===== src/pkg/afp_defines.vh =====
`ifndef AFP_DEFINES_VH
`define AFP_DEFINES_VH
// Mode select levels, two-bit quantised pin reading.
`define AFP_SEL_OB_DCS_OFF  2'h3
`define AFP_SEL_OB_DCS_ON   2'h2
`define AFP_SEL_TC_DCS_ON   2'h1
`define AFP_SEL_TC_DCS_OFF  2'h0
`define AFP_MIDSCALE        8'h80
`define AFP_FULL_POS        8'hFF
`define AFP_FULL_NEG        8'h00
`define AFP_PD_ENTRY_CYC    1
`define AFP_PD_EXIT_CYC     3
// Settling time after a clock rate increase, in ns.
`define AFP_SETTLE_NS       5000
`define AFP_CLK_NS          50
`define AFP_SETTLE_CYC      ((`AFP_SETTLE_NS + `AFP_CLK_NS - 1) / `AFP_CLK_NS)
// Stabilizer window, in MSPS.
`define AFP_DCS_MIN_MSPS    100
`define AFP_DCS_MAX_MSPS    250
`define AFP_DCS_LOOP_MHZ    70
`define AFP_FIFO_DEPTH      8
`endif


===== src/hdl/afp_top.v =====
// Notes on behaviour
// - Stabilizer locks to encode rising edge, tuned for 100 to 250 MSPS.
// - Stabilizer loop inactive below about 70 MHz encode clock.
// - Samples invalid for 5 us after encode clock rate is raised.
// - Four-level select pin picks output format and stabilizer enable.
// - Zero input gives code 128; twos complement inverts the MSB.
// - Overrange saturates to full-scale codes in either format.
// - Codes rise monotonically, one code per 4 mV step.
// - A forwarded data clock accompanies the data, tracking its delay.
// - Power-down pin high holds the device in low-power state.
// - Powered down, data and data clock outputs are high impedance.
// - Power-down entry takes one cycle, recovery takes three cycles.
`timescale 1ns/10ps
`include "afp_defines.vh"
module afp_fifo #(
    parameter WIDTH = 8,
    parameter DEPTH = 8,
    parameter AW    = 3
) (
    input  wire             clk_i,
    input  wire             rst_i,
    input  wire             in_valid_i,
    output wire             in_ready_o,
    input  wire [WIDTH-1:0] in_data_i,
    output wire             out_valid_o,
    input  wire             out_ready_i,
    output wire [WIDTH-1:0] out_data_o
);
    reg [WIDTH-1:0] mem [0:DEPTH-1];
    reg [AW-1:0]    wr_ff;
    reg [AW-1:0]    rd_ff;
    reg [AW:0]      cnt_ff;
    wire            push;
    wire            pop;
    assign in_ready_o  = (cnt_ff != DEPTH[AW:0]);
    assign out_valid_o = (cnt_ff != {(AW+1){1'b0}});
    assign push        = in_valid_i && in_ready_o;
    assign pop         = out_valid_o && out_ready_i;
    assign out_data_o  = mem[rd_ff];
    always @(posedge clk_i)
    begin
        if (push)
        begin
            mem[wr_ff] <= in_data_i;
        end
    end
    always @(posedge clk_i)
    begin
        if (rst_i)
        begin
            wr_ff  <= {AW{1'b0}};
            rd_ff  <= {AW{1'b0}};
            cnt_ff <= {(AW+1){1'b0}};
        end
        else
        begin
            if (push)
            begin
                wr_ff <= (wr_ff == DEPTH[AW-1:0] - 1'b1) ? {AW{1'b0}}
                         : wr_ff + 1'b1;
            end
            if (pop)
            begin
                rd_ff <= (rd_ff == DEPTH[AW-1:0] - 1'b1) ? {AW{1'b0}}
                         : rd_ff + 1'b1;
            end
            if (push && !pop)
            begin
                cnt_ff <= cnt_ff + 1'b1;
            end
            else if (pop && !push)
            begin
                cnt_ff <= cnt_ff - 1'b1;
            end
        end
    end
endmodule

module afp_top #(
    parameter SETTLE_CYC = `AFP_SETTLE_CYC,
    parameter LATENCY    = 3,
    parameter FDEPTH     = `AFP_FIFO_DEPTH
) (
    input  wire       MCLK_I,
    input  wire       RST_I,
    input  wire       ENC_CLK_I,
    input  wire [7:0] SAMPLE_I,
    input  wire       OVER_POS_I,
    input  wire       OVER_NEG_I,
    input  wire [1:0] FORMAT_STABILIZER_SELECT_PIN_I,
    input  wire       POWERDOWN_REQUEST_PIN_I,
    input  wire       RATE_UP_I,
    output wire [7:0] DATA_O,
    output wire [7:0] DATA_OE_O,
    output wire       FORWARDED_DATA_CLOCK_O,
    output wire       FORWARDED_DATA_CLOCK_OE_O,
    output wire       DATA_VALID_O,
    output wire       DCS_ENABLE_O,
    output wire       TWOS_COMPLEMENT_O,
    output wire       POWERED_DOWN_O,
    output wire       FIFO_READY_O
);
    localparam ST_RUN  = 2'h0;
    localparam ST_DOWN = 2'h1;
    localparam ST_WAKE = 2'h2;

    reg  [2:0]  enc_sync_ff;
    reg  [1:0]  pd_sync_ff;
    reg  [1:0]  ru_sync_ff;
    reg         ru_last_ff;
    reg  [1:0]  sel_s0_ff;
    reg  [1:0]  sel_s1_ff;
    reg  [9:0]  raw_s0_ff;
    reg  [9:0]  raw_s1_ff;
    reg  [1:0]  state_ff;
    reg  [1:0]  nxt_state;
    reg  [1:0]  wake_cnt_ff;
    reg  [12:0] settle_ff;
    reg  [7:0]  pipe_ff [0:LATENCY-1];
    reg  [LATENCY-1:0] pvld_ff;
    reg         dclk_ff;
    reg  [7:0]  out_ff;
    reg         valid_ff;
    reg         tc_ff;
    reg         dcs_ff;
    wire        enc_rise;
    wire        active;
    wire        f_valid;
    wire [7:0]  f_data;
    wire        f_ready;
    wire [1:0]  mode;

    // Decodes the quantised select level into format and stabilizer.
    function [1:0] afp_mode;
        input [1:0] lvl;
        begin
            case (lvl)
                `AFP_SEL_OB_DCS_OFF: afp_mode = 2'h0;
                `AFP_SEL_OB_DCS_ON:  afp_mode = 2'h1;
                `AFP_SEL_TC_DCS_ON:  afp_mode = 2'h3;
                default:             afp_mode = 2'h2;
            endcase
        end
    endfunction

    // Output coding with saturation; MSB inverted for twos complement.
    function [7:0] afp_code;
        input [7:0] raw;
        input       pos;
        input       neg;
        input       tc;
        reg   [7:0] ob;
        begin
            ob = pos ? `AFP_FULL_POS : (neg ? `AFP_FULL_NEG : raw);
            afp_code = {ob[7] ^ tc, ob[6:0]};
        end
    endfunction

    assign enc_rise = enc_sync_ff[1] && !enc_sync_ff[2];
    assign active   = (state_ff == ST_RUN);
    assign mode     = afp_mode(sel_s1_ff);

    always @(posedge MCLK_I)
    begin
        if (RST_I)
        begin
            enc_sync_ff <= 3'h0;
            pd_sync_ff  <= 2'h0;
            ru_sync_ff  <= 2'h0;
            ru_last_ff  <= 1'b0;
            sel_s0_ff   <= `AFP_SEL_OB_DCS_OFF;
            sel_s1_ff   <= `AFP_SEL_OB_DCS_OFF;
            raw_s0_ff   <= {2'h0, `AFP_MIDSCALE};
            raw_s1_ff   <= {2'h0, `AFP_MIDSCALE};
        end
        else
        begin
            enc_sync_ff <= {enc_sync_ff[1:0], ENC_CLK_I};
            pd_sync_ff  <= {pd_sync_ff[0], POWERDOWN_REQUEST_PIN_I};
            ru_sync_ff  <= {ru_sync_ff[0], RATE_UP_I};
            ru_last_ff  <= ru_sync_ff[1];
            sel_s0_ff   <= FORMAT_STABILIZER_SELECT_PIN_I;
            sel_s1_ff   <= sel_s0_ff;
            raw_s0_ff   <= {OVER_POS_I, OVER_NEG_I, SAMPLE_I};
            raw_s1_ff   <= raw_s0_ff;
        end
    end

    always @(posedge MCLK_I)
    begin
        if (RST_I)
        begin
            tc_ff  <= 1'b0;
            dcs_ff <= 1'b0;
        end
        else
        begin
            tc_ff  <= mode[1];
            dcs_ff <= mode[0];
        end
    end

    always @*
    begin
        nxt_state = state_ff;
        case (state_ff)
            ST_RUN:  if (pd_sync_ff[1] && enc_rise) nxt_state = ST_DOWN;
            ST_DOWN: if (!pd_sync_ff[1]) nxt_state = ST_WAKE;
            ST_WAKE:
            begin
                if (pd_sync_ff[1])
                    nxt_state = ST_DOWN;
                else if (enc_rise && wake_cnt_ff == `AFP_PD_EXIT_CYC - 1)
                    nxt_state = ST_RUN;
            end
            default: nxt_state = ST_DOWN;
        endcase
    end

    always @(posedge MCLK_I)
    begin
        if (RST_I)
        begin
            state_ff    <= ST_RUN;
            wake_cnt_ff <= 2'h0;
        end
        else
        begin
            state_ff <= nxt_state;
            if (state_ff != ST_WAKE)
                wake_cnt_ff <= 2'h0;
            else if (enc_rise)
                wake_cnt_ff <= wake_cnt_ff + 2'h1;
        end
    end

    always @(posedge MCLK_I)
    begin
        if (RST_I)
            settle_ff <= 13'h0000;
        else if (ru_sync_ff[1] && !ru_last_ff)
            settle_ff <= SETTLE_CYC[12:0];
        else if (settle_ff != 13'h0000)
            settle_ff <= settle_ff - 13'h0001;
    end

    genvar gi;
    generate
        for (gi = 0; gi < LATENCY; gi = gi + 1)
        begin : g_pipe
            always @(posedge MCLK_I)
            begin
                if (RST_I)
                begin
                    pipe_ff[gi] <= `AFP_MIDSCALE;
                    pvld_ff[gi] <= 1'b0;
                end
                else if (enc_rise)
                begin
                    if (gi == 0)
                    begin
                        pipe_ff[gi] <= afp_code(raw_s1_ff[7:0],
                                                raw_s1_ff[9],
                                                raw_s1_ff[8], tc_ff);
                        pvld_ff[gi] <= active && (settle_ff == 13'h0000);
                    end
                    else
                    begin
                        pipe_ff[gi] <= pipe_ff[gi-1];
                        pvld_ff[gi] <= pvld_ff[gi-1];
                    end
                end
            end
        end
    endgenerate

    afp_fifo #(
        .WIDTH (8),
        .DEPTH (FDEPTH),
        .AW    (3)
    ) u_fifo (
        .clk_i       (MCLK_I),
        .rst_i       (RST_I),
        .in_valid_i  (enc_rise && pvld_ff[LATENCY-1]),
        .in_ready_o  (f_ready),
        .in_data_i   (pipe_ff[LATENCY-1]),
        .out_valid_o (f_valid),
        .out_ready_i (enc_rise && active),
        .out_data_o  (f_data)
    );

    always @(posedge MCLK_I)
    begin
        if (RST_I)
        begin
            out_ff   <= `AFP_MIDSCALE;
            valid_ff <= 1'b0;
            dclk_ff  <= 1'b0;
        end
        else
        begin
            dclk_ff <= enc_sync_ff[1];
            if (enc_rise && active)
            begin
                out_ff   <= f_valid ? f_data : out_ff;
                valid_ff <= f_valid;
            end
            else if (!active)
                valid_ff <= 1'b0;
        end
    end

    assign DATA_OE_O                 = {8{active}};
    assign FORWARDED_DATA_CLOCK_OE_O = active;
    assign DATA_O                    = out_ff;
    assign FORWARDED_DATA_CLOCK_O    = dclk_ff;
    assign DATA_VALID_O              = valid_ff;
    assign DCS_ENABLE_O              = dcs_ff;
    assign TWOS_COMPLEMENT_O         = tc_ff;
    assign POWERED_DOWN_O            = !active;
    assign FIFO_READY_O              = f_ready;
endmodule


===== config.mk =====
export PLATFORM = sky130hd
export DESIGN_NAME = afp_top
export DESIGN_NICKNAME = d
export VERILOG_FILES = /design/src/hdl/afp_top.v
export VERILOG_INCLUDE_DIRS = /design/src /design/src/pkg
export SDC_FILE = /design/constraint.sdc
export NUM_CORES = 1
export LEC_CHECK = 0
export ABC_AREA = 1
export ABC_CLOCK_PERIOD_IN_PS = 2800
export BUFFER_PORTS_ARGS = -buffer_cell sky130_fd_sc_hd__buf_2
export CORE_ASPECT_RATIO = 1.2
export CORE_MARGIN = 8
export CORE_UTILIZATION = 40
export DETAILED_ROUTE_END_ITERATION = 8
export GPL_TIMING_DRIVEN = 0
export PLACE_DENSITY = 0.64
export SLEW_MARGIN = 20
export SYNTH_ARGS = -nofsm -noshare
export SYNTH_HDL_FRONTEND = slang
export SYNTH_SLANG_ARGS = --single-unit

===== constraint.sdc =====
create_clock -name MCLK_I -period 2.8 [get_ports MCLK_I]
set_input_delay 0.7 -clock MCLK_I [delete_from_list [all_inputs] [get_ports MCLK_I]]
set_output_delay 0.7 -clock MCLK_I [all_outputs]
set_load 0.005 [all_outputs]

-- After elaboration in Yosys (flattened, before gate mapping)
Memory sizes are Yosys's and may differ from the RTL's. A register that Yosys moved wholly into a read port is not among the register bits.
Cells that the tools add are included.
- register bits: 66
- RAM bits: 88
- output and inout bits: 23
- memories: 2
- memory list (name ; depth ; width ; rd ports ; clocked after memory_dff ; wr ports ; RTL line ; source):
    u_fifo.mem ; 8 ; 8 ; 1 ; 1 ; 1 ; afp_top.v:29 ; reg [WIDTH-1:0] mem [0:DEPTH-1];
    pipe_ff ; 3 ; 8 ; 3 ; 0 ; 3 ; afp_top.v:119 ; reg [7:0] pipe_ff [0:LATENCY-1];
- add/subtract/negate cells: 6
- equal/unequal tests: 14
- mux-type cells: 26
- bitwise gates (word level): 4
- reductions and logical operators: 26
- operators with widths (kind ; count):
    $mux W8 ; 5
    $mux W7 ; 2
    $logic_not A13 Y1 ; 1
    $reduce_bool A13 Y1 ; 1
    $sub A13 B1 Y13 const B ; 1
    $pmux W2 S3 ; 2
    $logic_and A1 B1 Y1 ; 11
    $mux W1 ; 9
    $eq A2 B2 Y1 const B ; 4
    $mux W2 ; 4
    $mux W4 ; 2
    $add A3 B1 Y3 const B ; 2
    $eq A3 B3 Y1 const B ; 2
    $mux W3 ; 2
    $logic_not A1 Y1 ; 5
    $add A4 B1 Y4 const B ; 1
    $eq A2 B1 Y1 const B ; 2
    $ne A2 B1 Y1 const B ; 2
    $ne A2 B2 Y1 const B ; 2
    $ne A4 B4 Y1 const B ; 1
    $reduce_bool A2 Y1 ; 2
    $reduce_bool A4 Y1 ; 1
    $reduce_or A2 Y1 ; 2
    $sub A4 B1 Y4 const B ; 1
    7 further kinds ; 9

-- Logic depth before layout (Yosys ltp)
Gate-level depths: netlist (run 1).
- depth in word-level cells: 8
- depth in mapped cells: 14

-- Cells and area by module
A second synthesis (run 1) with hierarchy kept.
- cells, all modules: 687
- area, all modules: 6697.7 sq um
- by module, submodules not included (module ; times used ; cells each ; area each (sq um)):
    afp_top ; 1 ; 378 ; 3399.5
    afp_fifo ; 1 ; 309 ; 3298.2

-- Worst setup path after synthesis (run 1)
OpenSTA, ideal clock, no wires.
- kind: reg2reg
- start: register state_ff[0]
- end: register u_fifo.cnt_ff[3]
- library setup time: 0.132 ns
- data arrival time: 1.967 ns
- setup slack: 0.701 ns
- stages on the path, launching flop included: 15
- period minus slack after synthesis: 2.099 ns
- cell sequence: dfxtp_1 > nor2_4 > inv_4 > nor2_8 > nand2_4 > buf_6 > ha_1 > inv_1 > ha_1 > a21oi_1 > nand2_1 > nand2_1 > nand2_1 > nand2_1 > a21oi_1
- word-level cells in the longest chain between the ends: 6
- ends and longest elaborated chain (item ; RTL line ; source):
    from (decl) ; afp_top.v:115 ; reg [1:0] state_ff;
    from (signal assigned) ; afp_top.v:229 ; state_ff <= nxt_state;
    $logic_not A2 Y1 * ; afp_top.v:160 ; assign active = (state_ff == ST_RUN);
    via FORWARDED_DATA_CLOCK_OE_O ; afp_top.v:96 ; output wire FORWARDED_DATA_CLOCK_OE_O,
    $logic_and A1 B1 Y1 * ; afp_top.v:288 ; .out_ready_i (enc_rise && active),
    $logic_and A1 B1 Y1 * ; afp_top.v:38 ; assign pop = out_valid_o && out_ready_i;
    $logic_not A1 Y1 ; afp_top.v:67 ; if (push && !pop)
    $logic_and A1 B1 Y1 ; afp_top.v:67 ;
    $mux W4 or $reduce_bool A2 Y1 (tied branches) ; n/a ;
    to (signal assigned) ; afp_top.v:53 ; cnt_ff <= {(AW+1){1'b0}};
    to (signal assigned) ; afp_top.v:69 ; cnt_ff <= cnt_ff + 1'b1;
    to (signal assigned) ; afp_top.v:73 ; cnt_ff <= cnt_ff - 1'b1;
    to (decl) ; afp_top.v:32 ; reg [AW:0] cnt_ff;
The timed path passes the listed nets; every way through them passes the cells marked *.
A chain may end at the register's enable or synchronous reset.

-- Worst setup path after layout (run 1)
- start: register state_ff[0]
- end: register u_fifo.cnt_ff[3]
- word-level cells in the longest chain between the ends: 6
- ends and longest elaborated chain (item ; RTL line):
    $logic_not A2 Y1 * ; afp_top.v:160
    $logic_and A1 B1 Y1 * ; afp_top.v:288
    $logic_and A1 B1 Y1 * ; afp_top.v:38
    $logic_not A1 Y1 ; afp_top.v:67
    $logic_and A1 B1 Y1 ; afp_top.v:67
    $mux W4 or $reduce_bool A2 Y1 (tied branches) ; n/a
Every way passes the cells marked *; elsewhere a longest branch is shown, timed or not.

==> flow_metrics.env, run 1 <==
export IMPL_drtPass1Iterations=5
export IMPL_max_vdd_ir_drop_mv=0.628
export IMPL_path_clk_slew_ns=0.06
export IMPL_hold_violations=0
export IMPL_wl_um=12600
export IMPL_row_count=51
export IMPL_syn_cell_area_um2=6640
export IMPL_grt_max_degree=27
export IMPL_wl_per_cell_um=12.9
export IMPL_nets=781
export IMPL_initial_core_util=0.408
export IMPL_arrival_ns=2.62
export IMPL_worst_pin_slew_ns=0.978
export IMPL_ant_nets=0
export IMPL_p_leak_nw=3.30
export IMPL_cts_tree="built"
export IMPL_drive_above_1_share=0.183
export IMPL_yosys_warnings=0
export IMPL_final_common_cell="nand2_1"
export IMPL_synth_seq_cells=161
export IMPL_fp_dieArea_um2=21000
export IMPL_cp_end_kind="flip-flop"
export IMPL_powerDensity_nw_per_um2=740
export IMPL_tns_ns=0
export IMPL_diodes=0
export IMPL_synth_seq_area_share=0.618
export IMPL_r2r_start="state_ff[0]"
export IMPL_clockBufferDepth=2
export IMPL_rsz0062_at_grt="no"
export IMPL_insertion_delay_ns=0.42
export IMPL_drc=0
export IMPL_grt_first_pass_wirelength_um=20400
export IMPL_antenna_found_initial=0
export IMPL_vias=4398
export IMPL_status="finished, final reports clean"
export IMPL_portBuffers=39
export IMPL_place_gp_congestion=0.800
export IMPL_cts_repair_resized=0
export IMPL_hold_class="reg -> reg"
export IMPL_routed_via_density=4.50
export IMPL_min_period_over_period=0.838
export IMPL_grt_usage=0.126
export IMPL_syn_nets=720
export IMPL_cts_setup_buffers=0
export IMPL_critPathRequiredTime_ns=3.08
export IMPL_layout_common_cells="nand2_1, inv_1, edfxtp_1"
export IMPL_drt_iter0_drc=259
export IMPL_path_common_cell="nand2_1"
export IMPL_hold_start="raw_s0_ff[6]"
export IMPL_max_freq_mhz=426
export IMPL_fin_skew_ns=0.00775
export IMPL_total_power_mw=5.73
export IMPL_die_h_um=157
export IMPL_cpMaxStageDelayCell="dfxtp_1"
export IMPL_startpoint="state_ff[0]"
export IMPL_htree_levels=4
export IMPL_overflow=0
export IMPL_syn_inst=691
export IMPL_ys_types=37
export IMPL_area_growth_pct=16.8
export IMPL_max_stage_delay_ns=0.36
export IMPL_path_class="reg -> reg"
export IMPL_die_x_um=134
export IMPL_avgSynthCellArea_um2=9.60
export IMPL_clock_sinks=161
export IMPL_crit_fanout=11
export IMPL_hold_buffers=0
export IMPL_crit_path_cell_trace="nor2_4 > inv_4 > nor2_8 > nand2_4 > buf_6 > ha_1 > inv_1 > ha_1 > a21oi_1 > nand2_1 > nand2_1 > nand2_1 > nand2_1 > a21oi_1"
export IMPL_timing_max_transition_violations_final=0
export IMPL_cp_start_kind="flip-flop"
export IMPL_ioPinCount=40
export IMPL_maxCapViolCount=0
export IMPL_coreArea_um2=16300
export IMPL_clockRootBuffer="clkbuf_16"
export IMPL_setup_violations=0
export IMPL_cts_buffers_inserted=17
export IMPL_max_slew_margin=0.347
export IMPL_fillers=1511
export IMPL_first_global_vias=4181
export IMPL_hpwl_um=8740
export IMPL_period_needed_ns=2.35
==> final cells by class <==
type,count,area (µm²),area share
Clock inverter,12,129,0.0166
Timing Repair Buffer,42,218,0.0281
Sequential cell,161,4100,0.530
Buffer,30,193,0.0249
Inverter,124,478,0.0617
Tap cell,212,265,0.0342
Clock buffer,20,458,0.0591
Multi-Input combinational cell,376,1900,0.246
==> cells in the mapped netlist <==
master    instances  share of area
nand2_1         122          0.069
inv_1           116          0.066
edfxtp_1         88           0.40
nor2_1           83          0.047
dfxtp_1          73           0.22
nand3_1          58          0.044
a21oi_1          32          0.024
o21ai_0          15          0.011
buf_4            12          0.014
ha_1             11          0.021
buf_2            10         0.0075
nor3_1            9         0.0068
or2_2             8         0.0075
clkbuf_1          5         0.0028
a21oi_2           4         0.0053
nand2_2           4         0.0038
nor2_2            4         0.0038
xnor2_1           4         0.0053
buf_6             3         0.0051
nor2_4            3         0.0051
xor2_1            3         0.0040
a211oi_1          2         0.0023
clkinv_2          2         0.0015
inv_2             2         0.0011
inv_4             2         0.0019
nand2_4           2         0.0034
nand3b_1          2         0.0023
nor4_1            2         0.0019
o211ai_1          2         0.0023
a21o_1            1         0.0011
clkinv_1          1        0.00057
clkinv_4          1         0.0013
fa_1              1         0.0030
nand3_2           1         0.0015
nor2_8            1         0.0030
nor3_2            1         0.0015
o22ai_1           1        0.00094
==> final timing paths <==
kind                                    endpoint  slack [ns]  cells after the start
worst max register to register  u_fifo.cnt_ff[3]        0.45                     14
worst min register to register      raw_s1_ff[6]        0.40                      2
worst max-delay path            u_fifo.cnt_ff[3]        0.45                     14
worst min-delay path                raw_s1_ff[6]        0.40                      2
==> routing by layer <==
layer | GRT usage | share of wire | up-vias
met1 | 0.139 | 0.44 | 1984
met4 | 0.0627 | 0.022 | 0
met5 | 0 | 0 | -
met3 | 0.0370 | 0.041 | 20
li1 | - | - | 2310
met2 | 0.217 | 0.50 | 84
==> worst max-delay path: cells and delay by family, from the launching register on <==
family / cells / cell delay, ns
simple gates: 7 / 0.73
flops: 1 / 0.36
compound gates: 2 / 0.25
buf+inv: 3 / 0.38
fa+ha+maj: 2 / 0.50
==> report_power, final <==
| group | internal [mW] | switching [mW] |
|---|---|---|
| Sequential | 2.60 | 0.0892 |
| Combinational | 0.293 | 0.482 |
| Clock | 1.37 | 0.895 |
==> kinds of logic after synthesis <==
logic type | Yosys count | synth area share
flip-flops | 161 | 0.618
adder cells (fa/ha/maj) | 12 | 0.0238
XOR/XNOR | 7 | 0.00924
AND/OR/NAND/NOR | 300 | 0.200
AO/OA/AOI/OAI | 57 | 0.0473
buffers and inverters | 154 | 0.101
==> through the flow <==
step | instances | setup slack (ns) | util | instance area (µm²) | hold WS, ns
detailed placement | 945 | 0.342 | 0.440 | 7160 | 0.392
global placement | 942 | 0.0340 | 0.436 | 7100 | 0.392
CTS | 977 | 0.461 | 0.476 | 7750 | 0.401
global route | 977 | 0.235 | 0.476 | 7750 | 0.410
floorplan | 691 | 0.701 | - | 6640 | 0.388
finish | 977 | 0.454 | 0.476 | 7750 | 0.400
==> flip-flops by register name, summed over array words and instances, names as in the netlist, 3 cells and up <==
| register | cells |
|---|---|
| pipe_ff | 24 |
| raw_s0_ff | 10 |
| raw_s1_ff | 10 |
| settle_ff | 13 |
| DATA_O | 8 |
| u_fifo.wr_ff | 3 |
| u_fifo.cnt_ff | 4 |
| enc_sync_ff | 3 |
| pvld_ff | 3 |
| u_fifo.mem | 64 |
| u_fifo.rd_ff | 3 |
Note: power is estimated with default switching activity, not from simulation.
==> inputs of run 2 (changes only) <==
--- a/config.mk
+++ b/config.mk
@@ -7,14 +7,14 @@
 export NUM_CORES = 1
 export LEC_CHECK = 0
 export ABC_AREA = 1
-export ABC_CLOCK_PERIOD_IN_PS = 2800
+export ABC_CLOCK_PERIOD_IN_PS = 2100
 export BUFFER_PORTS_ARGS = -buffer_cell sky130_fd_sc_hd__buf_2
 export CORE_ASPECT_RATIO = 1.2
 export CORE_MARGIN = 8
 export CORE_UTILIZATION = 40
 export DETAILED_ROUTE_END_ITERATION = 8
 export GPL_TIMING_DRIVEN = 0
-export PLACE_DENSITY = 0.64
+export PLACE_DENSITY = 0.66
 export SLEW_MARGIN = 20
 export SYNTH_ARGS = -nofsm -noshare
 export SYNTH_HDL_FRONTEND = slang
==> constraint.sdc (replaced) <==
create_clock -name MCLK_I -period 2.1 [get_ports MCLK_I]
set_input_delay 0.525 -clock MCLK_I [delete_from_list [all_inputs] [get_ports MCLK_I]]
set_output_delay 0.525 -clock MCLK_I [all_outputs]
set_load 0.005 [all_outputs]
==> run 2 against run 1 <==
Net effect:
- clock power up 38%
- non-clock buffer count grew 8
- sequential power increased by 33%
- final cell count rose by 0.82%
- design area rose by 1.7%
- via count grew 0.64%
- register-to-register slack got worse by 0.29 ns
- hold slack lost 0.12 ns
- count of clock-buffer cells in the layout rose by 3
- clock skew down 0.0011 ns
- critical endpoint unchanged
- highest routed layer unchanged
- maximum frequency grew 21%
- core utilization increased by 0.82 points
==> flow_metrics.env, run 2 (synthesized netlist as in run 1, its figures left out) <==
export IMPL_status="finished, final reports clean"
export IMPL_max_slew_margin=0.344
export IMPL_critPathRequiredTime_ns=2.45
export IMPL_arrival_ns=2.28
export IMPL_r2r_start="state_ff[0]"
export IMPL_crit_fanout=8
export IMPL_largest_reg_flops=64
export IMPL_period_needed_ns=1.93
export IMPL_clockRootBuffer="clkbuf_16"
export IMPL_initial_core_util=0.408
export IMPL_rsz0062_at_grt="no"
export IMPL_die_h_um=157
export IMPL_vias=4426
export IMPL_routed_via_density=4.49
export IMPL_max_stage_delay_ns=0.34
export IMPL_grt_usage=0.125
export IMPL_max_vdd_ir_drop_mv=0.572
export IMPL_ant_nets=0
export IMPL_cp_end_kind="flip-flop"
export IMPL_cts_tree="built"
export IMPL_hold_start="FORMAT_STABILIZER_SELECT_PIN_I[1]"
export IMPL_grt_max_degree=27
export IMPL_hold_class="in -> reg"
export IMPL_nets=789
export IMPL_htree_levels=4
export IMPL_path_class="reg -> reg"
export IMPL_min_period_over_period=0.921
export IMPL_timing_max_transition_violations_final=0
export IMPL_clockBufferDepth=2
export IMPL_worst_pin_slew_ns=0.982
export IMPL_row_count=51
export IMPL_drtPass1Iterations=4
export IMPL_cp_start_kind="flip-flop"
export IMPL_insertion_delay_ns=0.42
export IMPL_hold_violations=0
export IMPL_die_x_um=134
export IMPL_fin_skew_ns=0.00668
export IMPL_reg_top3="u_fifo.mem: 64 flops, pipe_ff: 24 flops, settle_ff: 13 flops"
export IMPL_setup_violations=0
export IMPL_first_global_vias=4461
export IMPL_drc=0
export IMPL_final_common_cell="nand2_1"
export IMPL_cts_buffers_inserted=17
export IMPL_wl_um=12400
export IMPL_path_clk_slew_ns=0.06
export IMPL_portBuffers=39
export IMPL_overflow=0
export IMPL_final_util=0.484
export IMPL_cpMaxStageDelayCell="dfxtp_2"
export IMPL_place_gp_congestion=0.804
export IMPL_cp_top_family="simple AND/OR/NAND/NOR gates"
export IMPL_coreArea_um2=16300
export IMPL_crit_path_cell_trace="nor2_4 > inv_4 > nor2_8 > nand2_8 > buf_8 > ha_4 > inv_4 > ha_4 > a21oi_2 > nand3_1 > nand2_1 > nand2_1 > a21oi_2"
export IMPL_powerDensity_nw_per_um2=983
export IMPL_hold_buffers=0
export IMPL_p_leak_nw=3.34
export IMPL_area_growth_pct=18.8
export IMPL_fillers=1538
export IMPL_largest_register="u_fifo.mem"
export IMPL_drive_above_1_share=0.202
export IMPL_antenna_found_initial=0
export IMPL_clock_sinks=161
export IMPL_grt_first_pass_wirelength_um=20600
export IMPL_maxCapViolCount=0
export IMPL_fp_dieArea_um2=21000
export IMPL_drt_iter0_drc=283
export IMPL_holdWs_ns=0.279
export IMPL_startpoint="state_ff[0]"
export IMPL_max_freq_mhz=517
export IMPL_path_buf_inv=3
export IMPL_layout_common_cells="nand2_1, inv_1, edfxtp_1"
export IMPL_ioPinCount=40
export IMPL_diodes=0
export IMPL_wl_per_cell_um=12.6
export IMPL_hpwl_um=8700
run 2: where the power goes:
group | internal (mW) | leakage, nW | switching (mW)
Clock | 1.93 | 0.295 | 1.18
Combinational | 0.395 | 1.63 | 0.649
Sequential | 3.47 | 1.42 | 0.122
Total | 5.80 | 3.34 | 1.95
run 2: layer usage:
metal	global-route usage	up-vias	share of wire
li1	-	2325	-
met1	0.133	2008	0.43
met2	0.223	70	0.51
met3	0.0341	23	0.037
met4	0.0632	0	0.026
met5	0	-	0
run 2: area by class of cell:
type	count	area, µm²	share of cell area
multi-input cells	376	1960	0.248
plain buffers	30	196	0.0249
well taps	212	265	0.0337
clock buffers	23	468	0.0594
inverters	124	482	0.0611
repair buffers	50	273	0.0346
flip-flops and latches	161	4110	0.521
clock inverters	9	131	0.0167
run 2: timing repair:
action | 4_1_cts | 5_1_grt
pin swaps | 1 | 7
cloned | 0 | 0
setup endpoints to repair | 19 | 6
resized for setup | 5 | 13
buffers inserted | 1 | 8
run 2: worst register-to-register path, stage by stage (launching register included):
cell and delay, ns:
dfxtp_2 0.34, nor2_4 0.14, inv_4 0.06, nor2_8 0.14, nand2_8 0.08, buf_8 0.15
ha_4 0.17, inv_4 0.07, ha_4 0.20, a21oi_2 0.14, nand3_1 0.09, nand2_1 0.08
nand2_1 0.06, a21oi_2 0.13
run 2: worst paths after layout:
path                                          to  slack, ns  cells past startpoint
worst max-delay path            u_fifo.cnt_ff[3]       0.17                     13
worst min-delay path                sel_s0_ff[1]       0.28                      2
worst max register to register  u_fifo.cnt_ff[3]       0.17                     13
worst min register to register      raw_s1_ff[6]       0.40                      2
run 2: per-stage QoR:
step                cells  setup TNS, ns  instance area [µm²]  worst slack [ns]  total power [mW]
global placement      942         -21.25                 7100            -0.516              4.68
detailed placement    944          -7.86                 7140            -0.239              4.70
floorplan             691              0                 6640          0.000601              4.49
CTS                   977        -0.0471                 7760           -0.0471              7.80
finish                985              0                 7880             0.165              7.75
global route          985              0                 7880            0.0417              8.09
